### config.mk
export PLATFORM = sky130hd
export DESIGN_NAME = slt_top
export DESIGN_NICKNAME = d
export VERILOG_FILES = /design/src/inc/slt_pkg.sv /design/src/logic/slt_ref_divider.sv /design/src/logic/slt_top.sv
export SDC_FILE = /design/constraint.sdc
export NUM_CORES = 1
export LEC_CHECK = 0
export BUFFER_PORTS_ARGS = -buffer_cell sky130_fd_sc_hd__buf_4
export CAP_MARGIN = 20
export CORE_AREA = 2 2 76 132
export DETAILED_ROUTE_END_ITERATION = 8
export DIE_AREA = 0 0 78 134
export PLACE_DENSITY = 0.71
export RECOVER_POWER = 50
export SETUP_SLACK_MARGIN = 0.15
export SLEW_MARGIN = 15
export SYNTH_ARGS = -nofsm -noshare
export SYNTH_HDL_FRONTEND = slang
export SYNTH_SLANG_ARGS = --single-unit
### constraint.sdc
create_clock -name clk -period 3.01 [get_ports clk]
set_clock_uncertainty 0.15 [all_clocks]
set_input_delay 0.903 -clock clk [delete_from_list [all_inputs] [get_ports clk]]
set_output_delay 0.903 -clock clk [all_outputs]
set_load 0.01 [all_outputs]
### src/inc/slt_pkg.sv
// Constants for the synthesizer lock-timeout control block
package slt_pkg;
  localparam int WORD_W = 24;
  localparam int ADDR_LSB = 0;
  localparam int ADDR_W = 3;
  localparam logic [2:0] ADDR_GAIN_WORD = 3'h0;
  localparam logic [2:0] ADDR_FEEDBACK_WORD = 3'h1;
  localparam logic [2:0] ADDR_TIMEOUT_WORD = 3'h2;
  localparam logic [2:0] ADDR_IF_REF_WORD = 3'h3;
  localparam int RF_PUMP_GAIN_BIT = 19;
  localparam int RF_PUMP_HIGHZ_BIT = 20;
  localparam int RF_POWERDOWN_BIT = 23;
  localparam int TOC_LSB = 3;
  localparam int TOC_W = 12;
  localparam int IF_DIV_LSB = 3;
  localparam int IF_DIV_W = 15;
  localparam int IF_POLARITY_BIT = 18;
  localparam int IF_PUMP_GAIN_BIT = 19;
  localparam int IF_PUMP_HIGHZ_BIT = 20;
  localparam int IF_COUNTER_RESET_BIT = 21;
  localparam int OUT_SEL_LSB = 22;
  localparam int OUT_SEL_W = 2;
  localparam logic [11:0] TOC_HIGHZ = 12'h000;
  localparam logic [11:0] TOC_MANUAL = 12'h001;
  localparam logic [11:0] TOC_DRIVE_LOW = 12'h002;
  localparam logic [11:0] TOC_DRIVE_HIGH = 12'h003;
  localparam logic [11:0] TOC_AUTO_MIN = 12'h004;
  localparam logic [11:0] TOC_RESET = 12'h000;
  localparam logic [14:0] IF_DIV_RESET = 15'h0003;
  localparam logic [14:0] IF_DIV_MIN = 15'h0003;
endpackage

### src/logic/slt_ref_divider.sv
// Reloading reference divider producing phase-detector events
`timescale 1ns/100ps
module slt_ref_divider #(
  parameter int DIV_W = 15
) (
  input wire logic clk,
  input wire logic rst_n,
  input wire logic ce,
  input wire logic tick,
  input wire logic clr,
  input wire logic [DIV_W-1:0] div_value,
  output logic event_pulse
);
  // Width check at elaboration
  if (DIV_W < 2) begin : g_width_check
    $error("slt_ref_divider: DIV_W too small");
  end

  logic [DIV_W-1:0] cnt_q;
  logic ev_q;
  wire terminal = (cnt_q >= div_value - DIV_W'(1));

  // Count then reload
  always_ff @(posedge clk or negedge rst_n) begin
    if (!rst_n) begin
      cnt_q <= '0;
      ev_q <= 1'b0;
    end else if (ce) begin
      ev_q <= 1'b0;
      if (clr) begin
        cnt_q <= '0;
      end else if (tick) begin
        cnt_q <= terminal ? '0 : cnt_q + DIV_W'(1);
        ev_q <= terminal;
      end
    end
  end

  assign event_pulse = ev_q;
endmodule

### src/logic/slt_top.sv
// RF lock-timeout control, RF powerdown and IF reference control
`timescale 1ns/100ps
// Function
// Feedback word bit 23: 0 keeps RF loop active, 1 powers it down.
// Powerdown bit with pump high-impedance bit selects synchronous or asynchronous mode.
// Timeout word: address 010 in bits 2:0, value in 14:3, upper zeros.
// Timeout 4..4095 enables automatic acquisition; 0..3 are fixed pin modes.
// Timeout 0: pin high impedance, pump gain follows programmed gain bit.
// Timeout 1: pin driven low, pump forced to high gain.
// Timeout 2: pin driven low, pump gain follows programmed bit.
// Timeout 3: pin driven high, pump gain follows programmed bit.
// Automatic: pin low, high gain for N events, then high impedance, low gain.
// New timeout value takes effect only at the next phase-detector event.
// IF reference word holds divider, polarity, gain, high-z, reset, selector bits.
// Host programs IF divide value only from 3 to 32767.
// IF reference divider emits one event per programmed count, reloading itself.
module slt_top (
  input wire logic clk,
  input wire logic resetn,
  input wire logic ce,
  input wire logic word_valid,
  input wire logic [23:0] word_data,
  input wire logic ref_in,
  output logic rf_powerdown,
  output logic rf_powerdown_async,
  output logic rf_pump_highz,
  output logic rf_pump_gain,
  output logic rf_acquire_out_pin,
  output logic rf_acquire_oe_n,
  output logic rf_acquiring,
  output logic if_detector_polarity,
  output logic if_pump_gain,
  output logic if_pump_highz,
  output logic if_counter_reset,
  output logic [1:0] output_selector,
  output logic phase_detector_event
);
  // Reset release through two flops
  logic rst_s1_q;
  logic rst_n_q;
  always_ff @(posedge clk or negedge resetn) begin
    if (!resetn) begin
      rst_s1_q <= 1'b0;
      rst_n_q <= 1'b0;
    end else begin
      rst_s1_q <= 1'b1;
      rst_n_q <= rst_s1_q;
    end
  end

  // Reference pin synchroniser; only the second stage is read
  logic ref_s1_q;
  logic ref_s2_q;
  logic ref_prev_q;
  always_ff @(posedge clk or negedge rst_n_q) begin
    if (!rst_n_q) begin
      ref_s1_q <= 1'b0;
      ref_s2_q <= 1'b0;
      ref_prev_q <= 1'b0;
    end else if (ce) begin
      ref_s1_q <= ref_in;
      ref_s2_q <= ref_s1_q;
      ref_prev_q <= ref_s2_q;
    end
  end
  wire ref_rise = ref_s2_q & ~ref_prev_q;

  // Word decode
  wire [2:0] word_addr = word_data[slt_pkg::ADDR_LSB +: slt_pkg::ADDR_W];
  wire wr_gain = word_valid && (word_addr == slt_pkg::ADDR_GAIN_WORD);
  wire wr_feedback = word_valid && (word_addr == slt_pkg::ADDR_FEEDBACK_WORD);
  // Timeout word decode
  wire wr_timeout = word_valid && (word_addr == slt_pkg::ADDR_TIMEOUT_WORD);
  // IF reference word decode
  wire wr_if_ref = word_valid && (word_addr == slt_pkg::ADDR_IF_REF_WORD);
  // Upper timeout-word bits are don't-care here; host keeps them zero
  wire [11:0] new_toc = word_data[slt_pkg::TOC_LSB +: slt_pkg::TOC_W];
  wire [14:0] new_div = word_data[slt_pkg::IF_DIV_LSB +: slt_pkg::IF_DIV_W];

  // Programmed control bits
  logic gain_bit_q;
  logic pump_highz_q;
  logic powerdown_q;
  logic [14:0] if_div_q;
  logic if_pol_q;
  logic if_gain_q;
  logic if_highz_q;
  logic if_rst_q;
  logic [1:0] out_sel_q;
  always_ff @(posedge clk or negedge rst_n_q) begin
    if (!rst_n_q) begin
      gain_bit_q <= 1'b0;
      pump_highz_q <= 1'b0;
      powerdown_q <= 1'b0;
      if_div_q <= slt_pkg::IF_DIV_RESET;
      if_pol_q <= 1'b0;
      if_gain_q <= 1'b0;
      if_highz_q <= 1'b0;
      if_rst_q <= 1'b0;
      out_sel_q <= 2'h0;
    end else if (ce) begin
      if (wr_gain) begin
        gain_bit_q <= word_data[slt_pkg::RF_PUMP_GAIN_BIT];
        pump_highz_q <= word_data[slt_pkg::RF_PUMP_HIGHZ_BIT];
      end
      // Powerdown bit capture
      if (wr_feedback) begin
        powerdown_q <= word_data[slt_pkg::RF_POWERDOWN_BIT];
      end
      // IF fields capture
      if (wr_if_ref) begin
        // Values below 3 are clamped, not trusted
        if_div_q <= (new_div < slt_pkg::IF_DIV_MIN) ? slt_pkg::IF_DIV_MIN : new_div;
        if_pol_q <= word_data[slt_pkg::IF_POLARITY_BIT];
        if_gain_q <= word_data[slt_pkg::IF_PUMP_GAIN_BIT];
        if_highz_q <= word_data[slt_pkg::IF_PUMP_HIGHZ_BIT];
        if_rst_q <= word_data[slt_pkg::IF_COUNTER_RESET_BIT];
        out_sel_q <= word_data[slt_pkg::OUT_SEL_LSB +: slt_pkg::OUT_SEL_W];
      end
    end
  end

  // Reference divider instance
  logic pd_event;
  slt_ref_divider #(
    .DIV_W(slt_pkg::IF_DIV_W)
  ) u_div (
    .clk(clk),
    .rst_n(rst_n_q),
    .ce(ce),
    .tick(ref_rise),
    .clr(if_rst_q),
    .div_value(if_div_q),
    .event_pulse(pd_event)
  );

  // Pending timeout value waits for the next event
  logic [11:0] toc_pend_q;
  logic pend_q;
  logic [11:0] toc_q;
  logic [11:0] acq_cnt_q;
  // Write in the same cycle as an event waits for the following event
  wire latch_now = pd_event && pend_q && !wr_timeout;
  wire auto_mode = (toc_q >= slt_pkg::TOC_AUTO_MIN);
  wire acq_active = auto_mode && (acq_cnt_q != 12'h000);

  always_ff @(posedge clk or negedge rst_n_q) begin
    if (!rst_n_q) begin
      toc_pend_q <= slt_pkg::TOC_RESET;
      pend_q <= 1'b0;
      toc_q <= slt_pkg::TOC_RESET;
      acq_cnt_q <= 12'h000;
    end else if (ce) begin
      if (wr_timeout) begin
        toc_pend_q <= new_toc;
        pend_q <= 1'b1;
      end else if (latch_now) begin
        pend_q <= 1'b0;
      end
      // Latch at event
      if (latch_now) begin
        toc_q <= toc_pend_q;
        acq_cnt_q <= (toc_pend_q >= slt_pkg::TOC_AUTO_MIN) ? toc_pend_q : 12'h000;
      end else if (pd_event && acq_active) begin
        // Count events down
        acq_cnt_q <= acq_cnt_q - 12'h001;
      end
    end
  end

  // Pin and gain selection
  logic pin_d;
  logic oe_n_d;
  logic gain_d;
  always_comb begin
    pin_d = 1'b0;
    oe_n_d = 1'b1;
    gain_d = gain_bit_q;
    if (auto_mode) begin
      // Automatic acquisition range
      // Low and high gain, then high-z and low gain
      oe_n_d = ~acq_active;
      gain_d = acq_active;
    end else begin
      unique case (toc_q)
        // High impedance
        slt_pkg::TOC_HIGHZ: oe_n_d = 1'b1;
        slt_pkg::TOC_MANUAL: begin
          // Manual acquisition
          oe_n_d = 1'b0;
          gain_d = 1'b1;
        end
        // Drive low
        slt_pkg::TOC_DRIVE_LOW: oe_n_d = 1'b0;
        slt_pkg::TOC_DRIVE_HIGH: begin
          // Drive high
          oe_n_d = 1'b0;
          pin_d = 1'b1;
        end
        default: oe_n_d = 1'b1;
      endcase
    end
  end

  // Registered outputs
  always_ff @(posedge clk or negedge rst_n_q) begin
    if (!rst_n_q) begin
      rf_powerdown <= 1'b0;
      rf_powerdown_async <= 1'b0;
      rf_pump_highz <= 1'b0;
      rf_pump_gain <= 1'b0;
      rf_acquire_out_pin <= 1'b0;
      rf_acquire_oe_n <= 1'b1;
      rf_acquiring <= 1'b0;
      if_detector_polarity <= 1'b0;
      if_pump_gain <= 1'b0;
      if_pump_highz <= 1'b0;
      if_counter_reset <= 1'b0;
      output_selector <= 2'h0;
      phase_detector_event <= 1'b0;
    end else if (ce) begin
      // Loop powerdown
      rf_powerdown <= powerdown_q;
      // High-z pump selects asynchronous powerdown
      rf_powerdown_async <= powerdown_q & pump_highz_q;
      rf_pump_highz <= pump_highz_q;
      rf_pump_gain <= gain_d;
      rf_acquire_out_pin <= pin_d;
      rf_acquire_oe_n <= oe_n_d;
      rf_acquiring <= acq_active || (toc_q == slt_pkg::TOC_MANUAL);
      if_detector_polarity <= if_pol_q;
      if_pump_gain <= if_gain_q;
      if_pump_highz <= if_highz_q;
      if_counter_reset <= if_rst_q;
      output_selector <= out_sel_q;
      phase_detector_event <= pd_event;
    end
  end
endmodule

==> run summary <==
• **final critical-path setup slack** -0.09770 ns
• **Leakage** 2.745 nW
• **critical path startpoint category** flop
• **count of endpoints failing setup in the final report** 13
• **overall overflow remaining after global route** 0
• **kind of critical path** reg2reg
• **via count of the first global-routing pass** 4,154
• **insertion delay to the later sink of the worst-skew pair** 0.34 ns
• **total of hold buffers inserted after clock tree synthesis** 0
• **via count** 4,070
• **Die Outline Area** 10,450 µm²
• **count of clock tree sinks** 96
• **Die Y** 134 µm
• **internal reg-to-reg setup slack** -0.1 ns
• **violations in the final reports** capacitance limit, slew limit, setup timing
• **number of buffers added by the clock tree synthesis step** 9
• **Tcrit/Tclk final** 103.2%
• **Final GP Congestion** 0.8490
• **power density of the placed cells** 654.6 nW/µm²
• **net count of the mapped netlist** 540
• **worst vdd rail ir drop** 0.4333 mV
• **core area** 9409 µm²
• **number of optimization iterations in the first detailed-route pass** 4
• **Antenna Cells** 0
• **met1 usage in global routing** 24.55%
• **number of distinct library cell variants in the gate-level netlist after synthesis** 62
• **Nets** 614
• **count of flip-flops with a built-in enable after synthesis** 0
• **Setup Total Neg Slack** -0.8659 ns
• **most utilized layer in the global route result** met2
• **mean instance size in the synthesized netlist** 10.04 µm²
• **Async S/R FF share, synth** 100.0%
• **Synth Instances** 493
• **P&R area growth vs syn** 22.85%
• **maximum fanout along the worst path** 7
• **standard-cell rows** 47
• **f_max** 321.8 MHz
• **hold violation total from the final report** 0
• **data arrival time of the critical path** 3.21 ns
• **status** complete, but fails checks
• **buffer cell driving the clock tree root** sky130_fd_sc_hd__clkbuf_16
• **number of ports placed on the die boundary** 43
• **RSZ-0062 raised after global routing** yes
• **area occupied by registers** 2406 µm²
• **number of input and output port buffers inserted** 42
• **total routing usage reported by global routing** 23.95%
• **sum of routed wire length over all layers** 11,940 µm
• **post-layout instance area** 6082 µm²
• **Synth area leader** sky130_fd_sc_hd__dfrtp_1
• **placed standard-cell area** 5617 µm²
• **Synthesis Warnings** 0
• **share of post-route cells with drive strength above 1** 31.12%
• **Req. time, crit path** 3.12 ns
• **Final HPWL DP** 8713 µm
• **fraction of the core area covered by cells at the end of the flow** 64.64%
• **Slew Limit Headroom** -21.24%
• **wire length of the first global-routing pass** 19,640 µm
• **dominant cells by area after synthesis** sky130_fd_sc_hd__dfrtp_1, sky130_fd_sc_hd__mux2_2, sky130_fd_sc_hd__nand2_1
• **most frequently used cell type in the post-synthesis netlist** sky130_fd_sc_hd__dfrtp_1
• **Longest Clk Path Bufs** 2
• **CTS tree** done
• **CTS clk-pin slew, worst paths** 0.07 ns
• **area of the mapped netlist** 4951 µm²
• **drt initial violations** 182
• **Min-Delay Path Class** in2async
• **share of the yosys chip area belonging to registers** 48.60%
• **# H-tree levels** 3
• **post-synthesis sequential element count** 96
• **area of combinational cells with multiple inputs** 2582 µm²
• **Die Wd** 78 µm
• **area fraction of the dominant cell type after synthesis** 47.01%
• **average vias per placed instance** 5.865
• **antenna violations before repair** 0
• **max-capacitance violation count** 1
• **initial core utilization** 52.62%
• **average wire length per cell after detail routing** 17.20 µm
• **Final min period** 3.108 ns
• **met3 global-route usage** 3.634%
• **GR met2 Demand/Resource** 46.26%
• **number of fill cells in the layout** 741
• **DRC violations left** 0
• **type of destination of the critical path** flop
• **largest net degree at the start of global routing** 49
• **slew at the pin with the worst max-slew slack** 1.819 ns
• **DP Worst Slack** -0.1345 ns
• **final count of pins violating max slew** 49
• **Final ANT Viol Nets** 0
• **most frequently used flop master after synthesis** sky130_fd_sc_hd__dfrtp_1
• **Post-synth top cells** sky130_fd_sc_hd__dfrtp_1, sky130_fd_sc_hd__nand2_1, sky130_fd_sc_hd__mux2_2, sky130_fd_sc_hd__nor2_1, sky130_fd_sc_hd__o21ai_0
cell type report:
class                   instances  share of cell area, %
clock inverters                 7                  1.029
multi-input cells             368                  42.46
well taps                     122                  2.510
clock buffers                   9                  3.703
inverters                      13                 0.8023
flip-flops and latches         96                  39.56
repair buffers                 79                  9.936
layout by cell type, fill, tap and decap left out, types with 3 or more instances in the layout:
cell / Yosys / routed
sky130_fd_sc_hd__nor4_1: 13 / 10
sky130_fd_sc_hd__nor4_4: 1 / 4
sky130_fd_sc_hd__buf_6: 1 / 4
sky130_fd_sc_hd__mux2_2: 39 / 39
sky130_fd_sc_hd__o21ai_0: 26 / 22
sky130_fd_sc_hd__a21oi_1: 20 / 19
sky130_fd_sc_hd__ha_1: 18 / 17
sky130_fd_sc_hd__a31oi_1: 12 / 11
sky130_fd_sc_hd__o211ai_1: 3 / 3
sky130_fd_sc_hd__inv_1: 13 / 13
sky130_fd_sc_hd__nand2_1: 81 / 79
sky130_fd_sc_hd__nand3_1: 13 / 11
sky130_fd_sc_hd__a22o_1: 7 / 7
sky130_fd_sc_hd__clkbuf_16: 0 / 9
sky130_fd_sc_hd__dfrtp_1: 93 / 93
sky130_fd_sc_hd__o21ai_1: 1 / 4
sky130_fd_sc_hd__nor2_1: 39 / 36
sky130_fd_sc_hd__o22a_1: 3 / 3
sky130_fd_sc_hd__xnor2_1: 10 / 10
sky130_fd_sc_hd__a41oi_1: 3 / 3
sky130_fd_sc_hd__nand2_2: 2 / 4
sky130_fd_sc_hd__or4_4: 3 / 4
sky130_fd_sc_hd__nor3_1: 17 / 14
sky130_fd_sc_hd__xor2_1: 3 / 3
sky130_fd_sc_hd__nand4_1: 5 / 5
sky130_fd_sc_hd__buf_4: 2 / 73
sky130_fd_sc_hd__o21a_1: 4 / 3
sky130_fd_sc_hd__dfstp_2: 3 / 3
sky130_fd_sc_hd__nor2_2: 2 / 3
sky130_fd_sc_hd__a21oi_2: 2 / 3
state kept, by name, indices dropped and copies added (netlist names), 2 cells and up:
name and flops:
if_div_q 15, acq_cnt_q 12, toc_q 12, output_selector 2
toc_pend_q 12, u_div.cnt_q 15, out_sel_q 2
cell families after synthesis:
kind of cell,Yosys count,synth area share (%)
xor gates and xnor gates,13,2.300
and+or+nand+nor,202,20.47
DFF,96,48.60
AOI/OAI and AO/OA,95,12.48
adders and majority gates,18,4.549
buffers and inverters,29,2.653
muxes,39,8.870
other,1,0.07574
power breakdown:
part           switching, mW  internal (mW)  total [mW]
combinational          0.562          0.568        1.13
clock                  0.521          0.579        1.10
sequential             0.225           1.53        1.75
timing repair:
action                                  CTS  global route
pin swaps                                17             5
cloned                                    1             0
gates resized for setup                  16            18
endpoints found under the setup margin   14            16
buffers inserted                          3             3
stage by stage:
step                      instances  hold WS (ns)  power (mW)
after CTS                       691        0.1643       3.952
after detailed placement        671        0.1996       2.785
after floorplan                 493        0.1811       2.372
after global placement          671        0.1938       2.738
final                           694        0.1764       3.981
after global routing            694        0.1715       4.208
path summary, 6_finish.rpt:
path,cells after the start,end,startpoint
worst max-delay path,11,u_div.cnt_q[9],if_div_q[8]
worst min-delay path,1,rst_n_q,resetn
worst max register to register,11,u_div.cnt_q[9],if_div_q[8]
worst min register to register,0,rst_n_q,rst_s1_q
max in group asynchronous,1,u_div.cnt_q[11],rst_n_q
min in group clk,0,rst_n_q,rst_s1_q
worst max-delay path, cell delays in order (launching register included):
cell	delay (ns)
sky130_fd_sc_hd__dfrtp_1	0.41
sky130_fd_sc_hd__nor4_4	0.39
sky130_fd_sc_hd__nand3_4	0.14
sky130_fd_sc_hd__nor4_4	0.16
sky130_fd_sc_hd__xnor2_1	0.15
sky130_fd_sc_hd__ha_1	0.28
sky130_fd_sc_hd__a211o_1	0.36
sky130_fd_sc_hd__a211oi_2	0.25
sky130_fd_sc_hd__o211a_1	0.23
sky130_fd_sc_hd__nand2_2	0.11
sky130_fd_sc_hd__or2_4	0.25
sky130_fd_sc_hd__a31oi_1	0.15
routing by layer:
layer | vias to the layer above | share of wire (%) | wire length [µm]
met1 | 2043 | 35 | 4218
met4 | 0 | 3.6 | 429
met2 | 71 | 59 | 6997
met3 | 29 | 2.4 | 290
li1 | 1927 | - | -
met5 | - | 0 | 0
(Power assumes the default switching activity.)
